**src/hdl/dsc_pkg.sv**
```systemverilog
// Constants, register map and reset values of the dual source clock prescaler
package dsc_pkg;

  localparam int          ADDR_W            = 8;
  localparam int          DATA_W            = 8;

  localparam logic [7:0]  CTRL_ADDR         = 8'h8f;
  localparam logic [7:0]  SEL_ADDR          = 8'h8c;
  localparam logic [7:0]  RELOAD_ADDR       = 8'h8d;
  localparam logic [7:0]  MODE_ADDR         = 8'h8e;
  localparam logic [7:0]  STATUS_ADDR       = 8'h8b;

  localparam int          CTRL_XTAL_EN_BIT  = 0;
  localparam int          CTRL_RC_EN_BIT    = 1;
  localparam int          CTRL_SUBCLK_BIT   = 2;
  localparam int          SEL_BIT           = 0;
  localparam int          MODE_X2_BIT       = 0;
  localparam int          STAT_ACTIVE_BIT   = 0;
  localparam int          STAT_RUNNING_BIT  = 1;
  localparam int          STAT_PENDING_BIT  = 2;

  localparam logic [2:0]  CTRL_RESET        = 3'h1;
  localparam logic        SEL_RESET         = 1'b1;
  localparam logic [7:0]  RELOAD_RESET      = 8'hff;
  localparam logic        X2_RESET          = 1'b0;

  localparam logic [8:0]  HALF_BASE         = 9'h100;
  localparam logic [2:0]  MC_PERIODS        = 3'h6;

endpackage : dsc_pkg
```
**src/hdl/dsc_clock_prescaler.sv**
```systemverilog
// Clock source selection, synchronised switch and programmable prescaler
`timescale 1ns/1ps
module dsc_clock_prescaler
  import dsc_pkg::*;
(
  input  wire logic              core_clk_i,
  input  wire logic              reset_i,
  input  wire logic              crystal_clk_i,
  input  wire logic              rc_clk_i,
  input  wire logic [ADDR_W-1:0] addr_i,
  input  wire logic [DATA_W-1:0] wr_data_i,
  input  wire logic              wr_i,
  input  wire logic              rd_i,
  output logic      [DATA_W-1:0] rd_data_o,
  output logic                   crystal_osc_enable_o,
  output logic                   rc_osc_enable_o,
  output logic                   ck_out_o,
  output logic                   ck_rise_o,
  output logic                   machine_cycle_o
);

  logic [2:0] ctrl_reg;
  logic       source_select_reg;
  logic [7:0] clock_divider_reload_reg;
  logic       double_speed_bypass_reg;
  logic       active_sel_reg;
  logic [1:0] xtal_sync_reg;
  logic [1:0] rc_sync_reg;
  logic       src_prev_reg;
  logic [7:0] cnt_reg;
  logic       ck_out_reg;
  logic [2:0] mc_cnt_reg;
  logic       ck_rise_reg;
  logic       mc_reg;
  logic [DATA_W-1:0] rd_data_reg;

  logic       xtal_en;
  logic       rc_en;
  logic       src_level;
  logic       src_rise;
  logic       src_fall;
  logic       switch_w;
  logic       pending;
  logic       running;
  logic [8:0] half;
  logic       half_done;
  logic       ck_out_next;
  logic       reload_wr;

  assign xtal_en   = ctrl_reg[CTRL_XTAL_EN_BIT];
  assign rc_en     = ctrl_reg[CTRL_RC_EN_BIT];
  assign reload_wr = wr_i && addr_i == RELOAD_ADDR;

  // Oscillator enables driven straight from the control bits
  assign crystal_osc_enable_o = xtal_en;
  assign rc_osc_enable_o      = rc_en;

  // Register writes
  always_ff @(posedge core_clk_i) begin
    if (reset_i) begin
      ctrl_reg                 <= CTRL_RESET;
      source_select_reg        <= SEL_RESET;
      clock_divider_reload_reg <= RELOAD_RESET;
      double_speed_bypass_reg  <= X2_RESET;
    end else if (wr_i) begin
      case (addr_i)
        CTRL_ADDR:   ctrl_reg <= wr_data_i[2:0];
        SEL_ADDR:    source_select_reg <= wr_data_i[SEL_BIT];
        RELOAD_ADDR: clock_divider_reload_reg <= wr_data_i;
        MODE_ADDR:   double_speed_bypass_reg <= wr_data_i[MODE_X2_BIT];
        default: ;
      endcase
    end
  end

  // Register reads, data one cycle after the strobe
  always_ff @(posedge core_clk_i) begin
    if (reset_i) begin
      rd_data_reg <= '0;
    end else if (rd_i) begin
      case (addr_i)
        CTRL_ADDR:   rd_data_reg <= {5'h00, ctrl_reg};
        SEL_ADDR:    rd_data_reg <= {7'h00, source_select_reg};
        RELOAD_ADDR: rd_data_reg <= clock_divider_reload_reg;
        MODE_ADDR:   rd_data_reg <= {7'h00, double_speed_bypass_reg};
        STATUS_ADDR: rd_data_reg <= {5'h00, pending, running, active_sel_reg};
        default:     rd_data_reg <= '0;
      endcase
    end else begin
      rd_data_reg <= '0;
    end
  end
  assign rd_data_o = rd_data_reg;

  // Two stage synchronisers for both source pins
  always_ff @(posedge core_clk_i) begin
    if (reset_i) begin
      xtal_sync_reg <= 2'h0;
      rc_sync_reg   <= 2'h0;
    end else begin
      xtal_sync_reg <= {xtal_sync_reg[0], crystal_clk_i};
      rc_sync_reg   <= {rc_sync_reg[0], rc_clk_i};
    end
  end

  // Source choice gated by the enable of the chosen source
  assign running   = active_sel_reg ? xtal_en : rc_en;
  assign src_level = active_sel_reg ? (xtal_sync_reg[1] & xtal_en)
                                    : (rc_sync_reg[1] & rc_en);
  assign src_rise  = src_level & ~src_prev_reg;
  assign src_fall  = ~src_level & src_prev_reg;

  // Switch source only while the output is low
  assign pending  = source_select_reg != active_sel_reg;
  assign switch_w = pending && !ck_out_reg;

  always_ff @(posedge core_clk_i) begin
    if (reset_i) begin
      active_sel_reg <= SEL_RESET;
      src_prev_reg   <= 1'b0;
    end else begin
      if (switch_w) begin
        active_sel_reg <= source_select_reg;
      end
      src_prev_reg <= switch_w ? 1'b1 : src_level;
    end
  end

  // Half period of the divided clock is 256 - reload source periods
  assign half      = HALF_BASE - {1'b0, clock_divider_reload_reg};
  assign half_done = ({1'b0, cnt_reg} + 9'h001) >= half;

  always_comb begin
    ck_out_next = ck_out_reg;
    if (pending && !ck_out_reg) begin
      ck_out_next = 1'b0;
    end else if (double_speed_bypass_reg) begin
      if (src_rise) begin
        ck_out_next = 1'b1;
      end else if (src_fall) begin
        ck_out_next = 1'b0;
      end
    end else if (src_rise && half_done) begin
      ck_out_next = ~ck_out_reg;
    end
  end

  always_ff @(posedge core_clk_i) begin
    if (reset_i) begin
      cnt_reg    <= 8'h00;
      ck_out_reg <= 1'b0;
    end else begin
      ck_out_reg <= ck_out_next;
      if (switch_w || reload_wr || double_speed_bypass_reg) begin
        cnt_reg <= 8'h00;
      end else if (src_rise) begin
        cnt_reg <= half_done ? 8'h00 : cnt_reg + 8'h01;
      end
    end
  end
  assign ck_out_o = ck_out_reg;

  // Machine cycle strobe every six output clock periods
  always_ff @(posedge core_clk_i) begin
    if (reset_i) begin
      mc_cnt_reg  <= 3'h0;
      ck_rise_reg <= 1'b0;
      mc_reg      <= 1'b0;
    end else begin
      ck_rise_reg <= ck_out_next & ~ck_out_reg;
      mc_reg      <= 1'b0;
      if (ck_out_next & ~ck_out_reg) begin
        if (mc_cnt_reg == MC_PERIODS - 3'h1) begin
          mc_cnt_reg <= 3'h0;
          mc_reg     <= 1'b1;
        end else begin
          mc_cnt_reg <= mc_cnt_reg + 3'h1;
        end
      end
    end
  end
  assign ck_rise_o       = ck_rise_reg;
  assign machine_cycle_o = mc_reg;

  // Checks
  property p_reset_values;
    @(posedge core_clk_i) ($past(reset_i) && !reset_i) |->
      clock_divider_reload_reg == RELOAD_RESET &&
      double_speed_bypass_reg == X2_RESET;
  endproperty
  a_reset_values: assert property (p_reset_values)
    else $error("divider or double speed wrong after reset");

  property p_xtal_gated;
    @(posedge core_clk_i) disable iff (reset_i)
      (active_sel_reg && !xtal_en)[*2] |-> !src_rise;
  endproperty
  a_xtal_gated: assert property (p_xtal_gated)
    else $error("edge seen from disabled crystal");

  property p_rc_gated;
    @(posedge core_clk_i) disable iff (reset_i)
      (!active_sel_reg && !rc_en)[*2] |-> !src_rise;
  endproperty
  a_rc_gated: assert property (p_rc_gated)
    else $error("edge seen from disabled rc oscillator");

  property p_cnt_bound;
    @(posedge core_clk_i) disable iff (reset_i)
      !double_speed_bypass_reg |-> {1'b0, cnt_reg} < half;
  endproperty
  a_cnt_bound: assert property (p_cnt_bound)
    else $error("prescaler count beyond half period");

  property p_toggle_on_edge;
    @(posedge core_clk_i) disable iff (reset_i)
      (!$past(double_speed_bypass_reg) && !$past(pending) &&
       $changed(ck_out_reg)) |-> $past(src_rise) && $past(half_done);
  endproperty
  a_toggle_on_edge: assert property (p_toggle_on_edge)
    else $error("divided clock toggled off a count end");

  property p_bypass_follow;
    @(posedge core_clk_i) disable iff (reset_i)
      (double_speed_bypass_reg && src_rise && !pending) |=> ck_out_reg;
  endproperty
  a_bypass_follow: assert property (p_bypass_follow)
    else $error("bypass output missed a source edge");

  property p_machine_cycle;
    @(posedge core_clk_i) disable iff (reset_i)
      machine_cycle_o |-> ck_rise_o && mc_cnt_reg == 3'h0;
  endproperty
  a_machine_cycle: assert property (p_machine_cycle)
    else $error("machine cycle strobe out of step");

  property p_switch_low;
    @(posedge core_clk_i) disable iff (reset_i)
      $changed(active_sel_reg) |-> !ck_out_reg && !$past(ck_out_reg);
  endproperty
  a_switch_low: assert property (p_switch_low)
    else $error("source switched while output high");

  property p_select_follow;
    @(posedge core_clk_i) disable iff (reset_i)
      (pending && !ck_out_reg) |=> active_sel_reg == $past(source_select_reg);
  endproperty
  a_select_follow: assert property (p_select_follow)
    else $error("active source did not follow select");

  property p_dead_select;
    @(posedge core_clk_i) disable iff (reset_i)
      (!running)[*2] |-> !src_rise;
  endproperty
  a_dead_select: assert property (p_dead_select)
    else $error("clock from a disabled selected source");

  property p_xtal_frozen;
    @(posedge core_clk_i) disable iff (reset_i)
      (active_sel_reg && !xtal_en && !pending)[*3] |-> $stable(ck_out_reg);
  endproperty
  a_xtal_frozen: assert property (p_xtal_frozen)
    else $error("output moved with the crystal disabled");

  property p_rc_frozen;
    @(posedge core_clk_i) disable iff (reset_i)
      (!active_sel_reg && !rc_en && !pending)[*3] |-> $stable(ck_out_reg);
  endproperty
  a_rc_frozen: assert property (p_rc_frozen)
    else $error("output moved with the rc oscillator disabled");

  property p_no_runt;
    @(posedge core_clk_i) disable iff (reset_i)
      (pending && ck_out_reg && !src_rise && !src_fall) |=> ck_out_reg;
  endproperty
  a_no_runt: assert property (p_no_runt)
    else $error("high phase cut short by a source switch");

  property p_reload_clear;
    @(posedge core_clk_i) disable iff (reset_i)
      reload_wr |=> cnt_reg == 8'h00;
  endproperty
  a_reload_clear: assert property (p_reload_clear)
    else $error("prescaler count not cleared by a reload write");

  property p_rise_pulse;
    @(posedge core_clk_i) disable iff (reset_i)
      ck_rise_o |-> ck_out_o && !$past(ck_out_o);
  endproperty
  a_rise_pulse: assert property (p_rise_pulse)
    else $error("rise strobe without an output rising edge");

  property p_rd_idle;
    @(posedge core_clk_i) disable iff (reset_i)
      !$past(rd_i) |-> rd_data_o == '0;
  endproperty
  a_rd_idle: assert property (p_rd_idle)
    else $error("read data not zero outside a read answer");

  c_switch:  cover property (@(posedge core_clk_i) disable iff (reset_i)
    $changed(active_sel_reg));
  c_bypass:  cover property (@(posedge core_clk_i) disable iff (reset_i)
    double_speed_bypass_reg && ck_rise_o);
  c_divided: cover property (@(posedge core_clk_i) disable iff (reset_i)
    !double_speed_bypass_reg && machine_cycle_o);
  c_gated:   cover property (@(posedge core_clk_i) disable iff (reset_i)
    !running && !pending);
  c_slowest: cover property (@(posedge core_clk_i) disable iff (reset_i)
    half == HALF_BASE && machine_cycle_o);

endmodule : dsc_clock_prescaler

```
**config.mk**
```make
export PLATFORM = sky130hd
export DESIGN_NAME = dsc_clock_prescaler
export DESIGN_NICKNAME = d
export VERILOG_FILES = /design/src/hdl/dsc_pkg.sv /design/src/hdl/dsc_clock_prescaler.sv
export SDC_FILE = /design/constraint.sdc
export NUM_CORES = 1
export LEC_CHECK = 0
export BUFFER_PORTS_ARGS = -buffer_cell sky130_fd_sc_hd__buf_2
export CAP_MARGIN = 10
export CORE_MARGIN = 2
export CORE_UTILIZATION = 50
export CTS_CLUSTER_DIAMETER = 200
export DETAILED_ROUTE_END_ITERATION = 6
export HOLD_SLACK_MARGIN = 0.12
export MAX_ROUTING_LAYER = met4
export PLACE_DENSITY_LB_ADDON = 0.3
export SLEW_MARGIN = 20
export SYNTH_ARGS = -nofsm -noshare
export SYNTH_HDL_FRONTEND = slang
export SYNTH_SLANG_ARGS = --single-unit
```
**constraint.sdc**
```tcl
create_clock -name core_clk_i -period 2.5 [get_ports core_clk_i]
set_input_delay 0.25 -clock core_clk_i [delete_from_list [all_inputs] [get_ports core_clk_i]]
set_output_delay 0.25 -clock core_clk_i [all_outputs]
set_load 0.01 [all_outputs]
```
* Word-level counts from Yosys, hierarchy flattened *
Cells that the tools add are included.

word-level totals
  flip-flop bits (word level) = 41
  input bits = 22
  output and inout bits = 13

cells by class
  add/sub/neg operators = 4
  $lt $le $gt $ge = 1
  equality and inequality tests = 7
  multiplexer cells = 12
  bitwise gates (word level) = 10
  reduce and logical (&&, ||, !) cells = 13

operators by type and width
  kind                                              number
  equality test 8 bit (second input constant)       5
  one-hot mux 8 bit (5 select lines)                1
  adder 8 x 1 -> 9 bit (second input constant)      1
  greater-or-equal comparator 9 bit                 1
  two-way mux 1 bit                                 9
  subtractor 9 x 8 -> 9 bit (first input constant)  1
  adder 8 x 1 -> 8 bit (second input constant)      1
  two-way mux 8 bit                                 1
  AND reduction 2 bit                               4
  OR reduction 2 bit                                3
  bitwise AND 1 bit                                 5
  inverter 1 bit                                    5
  adder 3 x 1 -> 3 bit (second input constant)      1
  equality test 3 bit (second input constant)       1
  logical AND 1 bit                                 3
  two-way mux 3 bit                                 1
  logical OR 1 bit                                  2
  logical NOT 1 bit                                 1
  != test 1 bit                                     1

* Depth between registers and ports, before layout *
Gate-level depths: netlist (run 1).

  depth in word-level cells = 11
  mapped depth = 10
  depth with buffers taken out = 10

* Worst setup path after synthesis (run 1) *
Ideal clock, no wire load.

  kind = reg-to-reg
  from = register clock_divider_reload_reg[2]
  to = register cnt_reg[4]
  setup time = 0.088 ns
  data arrival time = 2.642 ns
  required time = 2.412 ns
  setup slack = -0.230 ns
  stages on the path, launching flop included = 10
  period minus slack after synthesis = 2.730 ns
  cell sequence = dfxtp_1 nor4_1 nand2_1 or3_1 ha_1 a21oi_1 o21ai_1 a2111oi_4 or4b_1 o31ai_1

between the ends
  word-level cells in the longest chain between the ends = 3

RTL lines
  item                               RTL line                    source
  start: declaration                 dsc_clock_prescaler.sv:24   logic [7:0] clock_divider_reload_reg;
  start signal: assignment           dsc_clock_prescaler.sv:69   RELOAD_ADDR: clock_divider_reload_reg <= wr_data_i;
  subtractor 9 x 8 -> 9 bit          dsc_clock_prescaler.sv:130  assign half = HALF_BASE - {1'b0, clock_divider_reload_reg};
  greater-or-equal comparator 9 bit  dsc_clock_prescaler.sv:131  assign half_done = ({1'b0, cnt_reg} + 9'h001) >= half;
  two-way mux 8 bit                  dsc_clock_prescaler.sv:157  cnt_reg <= half_done ? 8'h00 : cnt_reg + 8'h01;
  end signal: assignment             dsc_clock_prescaler.sv:157
  end: declaration                   dsc_clock_prescaler.sv:30   logic [7:0] cnt_reg;

No other way between the ends.
A chain may end at the register's enable or synchronous reset.

* Worst setup path after layout (run 1) *
  from = register clock_divider_reload_reg[5]
  to = register mc_cnt_reg[2]

between the ends
  word-level cells in the longest chain between the ends = 7

RTL lines
  item                               RTL line                    source
  subtractor 9 x 8 -> 9 bit          dsc_clock_prescaler.sv:130
  greater-or-equal comparator 9 bit  dsc_clock_prescaler.sv:131
  logical AND 1 bit                  dsc_clock_prescaler.sv:143  end else if (src_rise && half_done) begin
  two-way mux 1 bit                  dsc_clock_prescaler.sv:143
  two-way mux 1 bit                  dsc_clock_prescaler.sv:137  end else if (double_speed_bypass_reg) begin
  two-way mux 1 bit                  dsc_clock_prescaler.sv:135  if (pending && !ck_out_reg) begin
  bitwise AND 1 bit                  dsc_clock_prescaler.sv:172  if (ck_out_next & ~ck_out_reg) begin
  end signal: assignment             dsc_clock_prescaler.sv:177  mc_cnt_reg <= mc_cnt_reg + 3'h1;
  end: declaration                   dsc_clock_prescaler.sv:32   logic [2:0] mc_cnt_reg;

No other way between the ends.

==> impl_metrics.py, run 1 <==
metrics = {
    "setup_path": {
        "path_delay_family": "simple AND/OR/NAND/NOR gates",
        "path_cells": "nor4_4 -> nand2_1 -> or3_4 -> ha_4 -> nand4_1 -> nor2_2 -> a211oi_4 -> or4b_1 -> a21oi_1",
        "crit_required_ps": 2730,
        "critPathArrivalTime_ps": 2880,
        "path_buf_inv": 0,
        "start_kind": "flip-flop",
        "slowest_delay_ps": 510,
        "cp_max_fo": 7,
        "end_kind": "flip-flop",
        "crit_slowest_cell": "or4b_1",
        "worstSetupPathType": "reg -> reg",
    },
    "drt": {
        "postRouteAntennaNets": 0,
        "routed-via-count": 1861,
        "drtIter0Drc": 72,
        "avgRoutedWirePerCell_microns": 13.1,
        "drt_first_pass_iters": 4,
        "routed_via_density": 5.35,
        "totalWireLength_microns": 4570,
        "drc_errors": 0,
    },
    "synthesis": {
        "syn_nets": 267,
        "seq_area_frac_synth_pct": 38.5,
        "synthFlopType": "dfxtp_1",
        "yosys_register_bits": 41,
        "async_flop_share_pct": 0,
        "syn-cell-area_sq_um": 2130,
        "ys_types": 51,
        "synth_edf_count": 0,
        "syn_inst": 233,
        "syn_avg_cell_area_sq_um": 9.16,
        "yosysWarnings": 0,
    },
    "global_route": {
        "grt_use_met2_pct": 34.1,
        "grt_usage_pct": 20.8,
        "grt_max_degree": 17,
        "use_met1_pct": 25.7,
        "antenna_found_initial": 0,
        "grt_first_pass_wirelength_microns": 7910,
        "top_usage_layer": "met2",
        "grt-ovfl-total": 0,
        "met3_usage_pct": 3.92,
        "grt_pass1_vias": 1780,
    },
    "sta": {
        "tns_ps": -666,
        "finalCritPeriodShare_pct": 106,
        "fmax_mhz": 378,
        "worst_pin_slew_ps": 545,
        "setup_slack_ps": -144,
        "rsz0062_at_grt": "yes",
        "slew_viol_final": 0,
        "slew_headroom_pct": 63.7,
        "skew_ps": 3.95,
        "hold_viol_final": 0,
        "finalCriticalPeriod_ps": 2640,
        "setup_viol": 11,
        "hold_slack_ps": 158,
    },
    "place": {
        "preCtsSetupSlack_ps": -270,
        "port_buffers": 34,
        "place.gp.congestion": 0.866,
        "dp_cells": 338,
        "place_hpwl_microns": 3530,
    },
    "cells_and_area": {
        "syn_to_final_growth_pct": 31.7,
        "final_cells": 348,
        "antenna_cells": 0,
        "nets": 331,
        "layout_commonest_cell": "dfxtp_1",
        "layout_common_cells": "dfxtp_1 (38), buf_2 (34), buf_4 (27)",
        "layout-drive-gt1-share_pct": 33.6,
    },
    "clock_network": {
        "cts_tree": "built",
        "clockBufferDepth": 2,
        "cts_htree_levels": 2,
        "clock-sinks": 41,
        "clk_pin_slew_ps": 80,
        "numCtsBuffers": 5,
        "cts-root-buf": "clkbuf_8",
        "clock_latency_ps": 300,
        "cts_hold_buffers": 0,
    },
    "power_and_ir_drop": {
        "powerDensity_nw_per_um2": 492,
        "power.leakage_uw": 0.00123,
        "peakVddDrop_v": 0.000388,
    },
    "run": {
        "drv_cap": 0,
    },
    "die": {
        "core_area_sq_um": 4060,
        "die_area_sq_um": 4810,
        "die_x_microns": 69.3,
        "std_cell_rows": 23,
        "start_util_pct": 52.6,
        "pin_count": 35,
        "die_h_microns": 69.3,
    },
    "status": {
        "status": "finished with violations",
        "violations": "setup timing",
    },
    "min_path": {
        "hold_class": "in -> reg",
    },
}
[final timing paths]
kind                                     from               end  slack (ps)  cells past startpoint
setup / recovery  clock_divider_reload_reg[5]     mc_cnt_reg[2]        -140                      9
hold / removal                       rc_clk_i    rc_sync_reg[0]         160                      2
setup reg to reg  clock_divider_reload_reg[5]     mc_cnt_reg[2]        -140                      9
hold reg to reg              xtal_sync_reg[0]  xtal_sync_reg[1]         440                      1
[worst register-to-register path: stages, from the launching register on]
cell	delay [ps]
dfxtp_2	340
nor4_4	290
nand2_1	120
or3_4	360
ha_4	280
nand4_1	160
nor2_2	260
a211oi_4	130
or4b_1	510
a21oi_1	130
[cell type report]
cell class | instances | area [sq um]
Multi-Input combinational cell | 170 | 1330
Clock inverter | 3 | 65.1
Inverter | 16 | 60.1
Timing Repair Buffer | 63 | 395
Tap cell | 50 | 62.6
Sequential cell | 41 | 827
Fill cell | 315 | 1250
Clock buffer | 5 | 68.8
[where the power goes]
group | total [uW] | internal (uW) | switching [uW]
logic | 85.3 | 39.9 | 45.4
registers | 664 | 659 | 5.67
clock network | 632 | 397 | 235
[kinds of logic (layout without fill, tap and decap cells)]
family / count (synthesis) / in the layout / synth area share [%]
adders and majority gates: 12 / 12 / 7.03
DFF: 41 / 41 / 38.5
xor gates and xnor gates: 13 / 13 / 5.33
AOI/OAI and AO/OA: 45 / 45 / 15.9
buffers and inverters: 22 / 87 / 3.87
and+or+nand+nor: 92 / 92 / 24.9
muxes: 8 / 8 / 4.51
[synthesized netlist by cell type, types with 2 or more instances]
cell,count,area (sq um)
nor2b_1,4,25.0
a21o_1,2,15.0
nand3_1,5,25.0
mux2i_1,4,40.0
nand2_1,13,48.8
a211oi_1,3,22.5
mux2_2,2,22.5
nor2_1,27,101
nor4_1,4,25.0
or2_2,2,12.5
clkbuf_1,6,22.5
ha_1,12,150
xor2_1,5,43.8
nand2b_1,2,12.5
a22oi_1,5,37.5
a21oi_1,12,60.1
or4b_1,2,20.0
nand4_1,4,25.0
and2_1,8,50.1
nor4b_1,3,26.3
o21ai_0,3,15.0
nor3_1,4,20.0
inv_1,16,60.1
xnor2_1,8,70.1
nand3b_1,2,15.0
dfxtp_1,41,821
a211o_1,10,87.6
[per-layer routing]
metal,share of wire (%),wire length (microns),up-vias
li1,-,-,954
met1,47,2150,868
met2,47,2170,31
met3,3.3,151,8
met4,2.1,97,0
met5,0,0,-
[per-stage QoR]
| step | area (sq um) | total power (uW) | utilization, % |
|---|---|---|---|
| 2_1_floorplan | 2170 | 727 | - |
| 3_3_place_gp | 2580 | 762 | 63.7 |
| 3_5_place_dp | 2580 | 763 | 63.7 |
| 4_1_cts | 2750 | 1390 | 67.7 |
| 5_1_grt | 2810 | 1430 | 69.3 |
| 6_report | 2810 | 1380 | 69.3 |
[what timing repair did]
item	CTS	global route
gates resized for setup	6	12
buffers inserted	1	1
pin swaps	4	7
setup endpoints to repair	14	14
Note: power is estimated with default switching activity, not from simulation.
==> inputs of run 2 (changes only) <==
--- a/config.mk
+++ b/config.mk
@@ -7,6 +7,7 @@
 export LEC_CHECK = 0
 export BUFFER_PORTS_ARGS = -buffer_cell sky130_fd_sc_hd__buf_2
 export CAP_MARGIN = 10
+export CORE_ASPECT_RATIO = 1.4
 export CORE_MARGIN = 2
 export CORE_UTILIZATION = 50
 export CTS_CLUSTER_DIAMETER = 200
==> run 2 against run 1 <==
  * The run still ends with setup timing left
  * Die area up 0.15%
  * Sequential power hardly changed
  * Clock-buffer cell count rose by 2
  * Largest power group unchanged
==> impl_metrics.py, run 2 (same netlist as run 1, synthesis figures left out) <==
metrics = {
    "global_route": {
        "antenna_found_initial": 0,
        "grt_first_pass_wirelength_microns": 7800,
        "grt_usage_pct": 21.7,
        "grt_max_degree": 26,
        "grt_pass1_vias": 1776,
        "grt-ovfl-total": 0,
    },
    "sta": {
        "slew_headroom_pct": 67.7,
        "rsz0062_at_grt": "yes",
        "slew_viol_final": 0,
        "worst_pin_slew_ps": 473,
        "skew_ps": 4.21,
        "setup_viol": 10,
        "hold_slack_ps": 167,
        "finalCriticalPeriod_ps": 2690,
        "hold_viol_final": 0,
        "finalCritPeriodShare_pct": 108,
        "setup_slack_ps": -191,
        "fmax_mhz": 372,
    },
    "run": {
        "drv_cap": 0,
    },
    "drt": {
        "totalWireLength_microns": 4690,
        "routed_via_density": 5.52,
        "postRouteAntennaNets": 0,
        "drt_first_pass_iters": 4,
        "routed-via-count": 1870,
        "drc_errors": 0,
        "avgRoutedWirePerCell_microns": 13.8,
        "drtIter0Drc": 59,
    },
    "cells_and_area": {
        "antenna_cells": 0,
        "layout-drive-gt1-share_pct": 30.6,
        "seqCellArea_sq_um": 825,
        "nets": 328,
        "fin_area_sq_um": 2700,
        "layout_commonest_cell": "dfxtp_1",
        "multiInputGateArea_sq_um": 1310,
        "fill_cells": 354,
        "layout_common_cells": "dfxtp_1 (38), buf_2 (34), nor2_1 (26), buf_4 (26), inv_1 (16)",
        "syn_to_final_growth_pct": 26.4,
    },
    "die": {
        "std_cell_rows": 28,
        "die_area_sq_um": 4820,
        "start_util_pct": 51.2,
        "die_x_microns": 59.2,
        "pin_count": 35,
        "core_area_sq_um": 4170,
        "die_h_microns": 81.3,
    },
    "place": {
        "preCtsSetupSlack_ps": -219,
        "port_buffers": 34,
        "place_hpwl_microns": 3570,
        "place.gp.congestion": 0.857,
        "placed_area_sq_um": 2560,
    },
    "power_and_ir_drop": {
        "clkPwrFrac_pct": 36.7,
        "switching_share_pct": 22.4,
        "power.leakage_uw": 0.00118,
        "power_frac_seq_pct": 56.2,
        "powerDensity_nw_per_um2": 439,
        "p_int_uw": 918,
        "pwr-share-comb_pct": 7.1,
        "switchingPower_uw": 266,
        "peakVddDrop_v": 0.000377,
    },
    "min_path": {
        "hold_class": "in -> reg",
        "hp-start": "rc_clk_i",
    },
    "clock_network": {
        "clockBufferDepth": 2,
        "clock-sinks": 41,
        "numCtsBuffers": 5,
        "cts_tree": "built",
        "cts_hold_buffers": 0,
        "cts-root-buf": "clkbuf_8",
        "clock_latency_ps": 290,
        "cts_htree_levels": 2,
        "clk_pin_slew_ps": 70,
    },
    "setup_path": {
        "path_buf_inv": 2,
        "start_kind": "flip-flop",
        "crit_start": "cnt_reg[0]",
        "end_kind": "flip-flop",
        "critPathArrivalTime_ps": 2890,
        "cp_max_fo": 4,
        "slowest_delay_ps": 470,
        "rr_startpoint": "cnt_reg[0]",
        "crit_slowest_cell": "or4b_1",
        "crit_required_ps": 2700,
        "path_delay_family": "compound AO/OA/AOI/OAI gates",
        "path_cells": "ha_1 -> buf_4 -> xor2_1 -> ha_1 -> a211oi_2 -> nor3_4 -> buf_4 -> a2111oi_4 -> or4b_1 -> o31ai_1",
        "worstSetupPathType": "reg -> reg",
    },
    "status": {
        "violations": "setup timing",
        "status": "finished with violations",
    },
}
-- run 2: area by class of cell --
cell class,instances,share of cell area [%]
Multi-Input combinational cell,170,48.4
Sequential cell,41,30.6
Timing Repair Buffer,60,13.5
Clock buffer,7,3.20
Inverter,16,2.23
Tap cell,45,2.09
-- run 2: final timing paths --
path,depth (start not counted),slack (ps),endpoint
setup / recovery,10,-190,cnt_reg[4]
setup reg to reg,10,-190,cnt_reg[4]
hold / removal,2,170,rc_sync_reg[0]
hold reg to reg,1,440,xtal_sync_reg[1]
-- run 2: routing by layer --
layer | wire, microns | vias up | GRT usage, %
li1 | - | 948 | -
met4 | 90 | 0 | 7.95
met1 | 1920 | 880 | 22.8
met3 | 149 | 8 | 3.98
met5 | 0 | - | -
met2 | 2520 | 34 | 39.5
-- run 2: per-stage QoR --
stage | utilization (%) | std cells | total power (uW) | TNS, ps
final | 64.7 | 339 | 1180 | -612
after global routing | 64.7 | 339 | 1230 | -2580
after CTS | 64.2 | 339 | 1190 | -940
after detailed placement | 61.5 | 331 | 763 | -1070
after global placement | 61.5 | 331 | 762 | -585
after floorplan | - | 233 | 727 | -233
-- run 2: what timing repair did --
item                                    CTS  global route
endpoints found under the hold margin     0             0
pin swaps                                 4             3
endpoints found under the setup margin   14            14
buffers inserted                          1             0
gates resized for setup                   4             5
-- run 2: power by group through the flow --
stage               sequential [uW]  combinational, uW  clock (uW)
global route                    666               92.3         469
CTS                             665               82.6         442
global placement                681               80.9           0
detailed placement              681               82.2           0
finish                          665               84.0         434
floorplan                       680               47.2           0
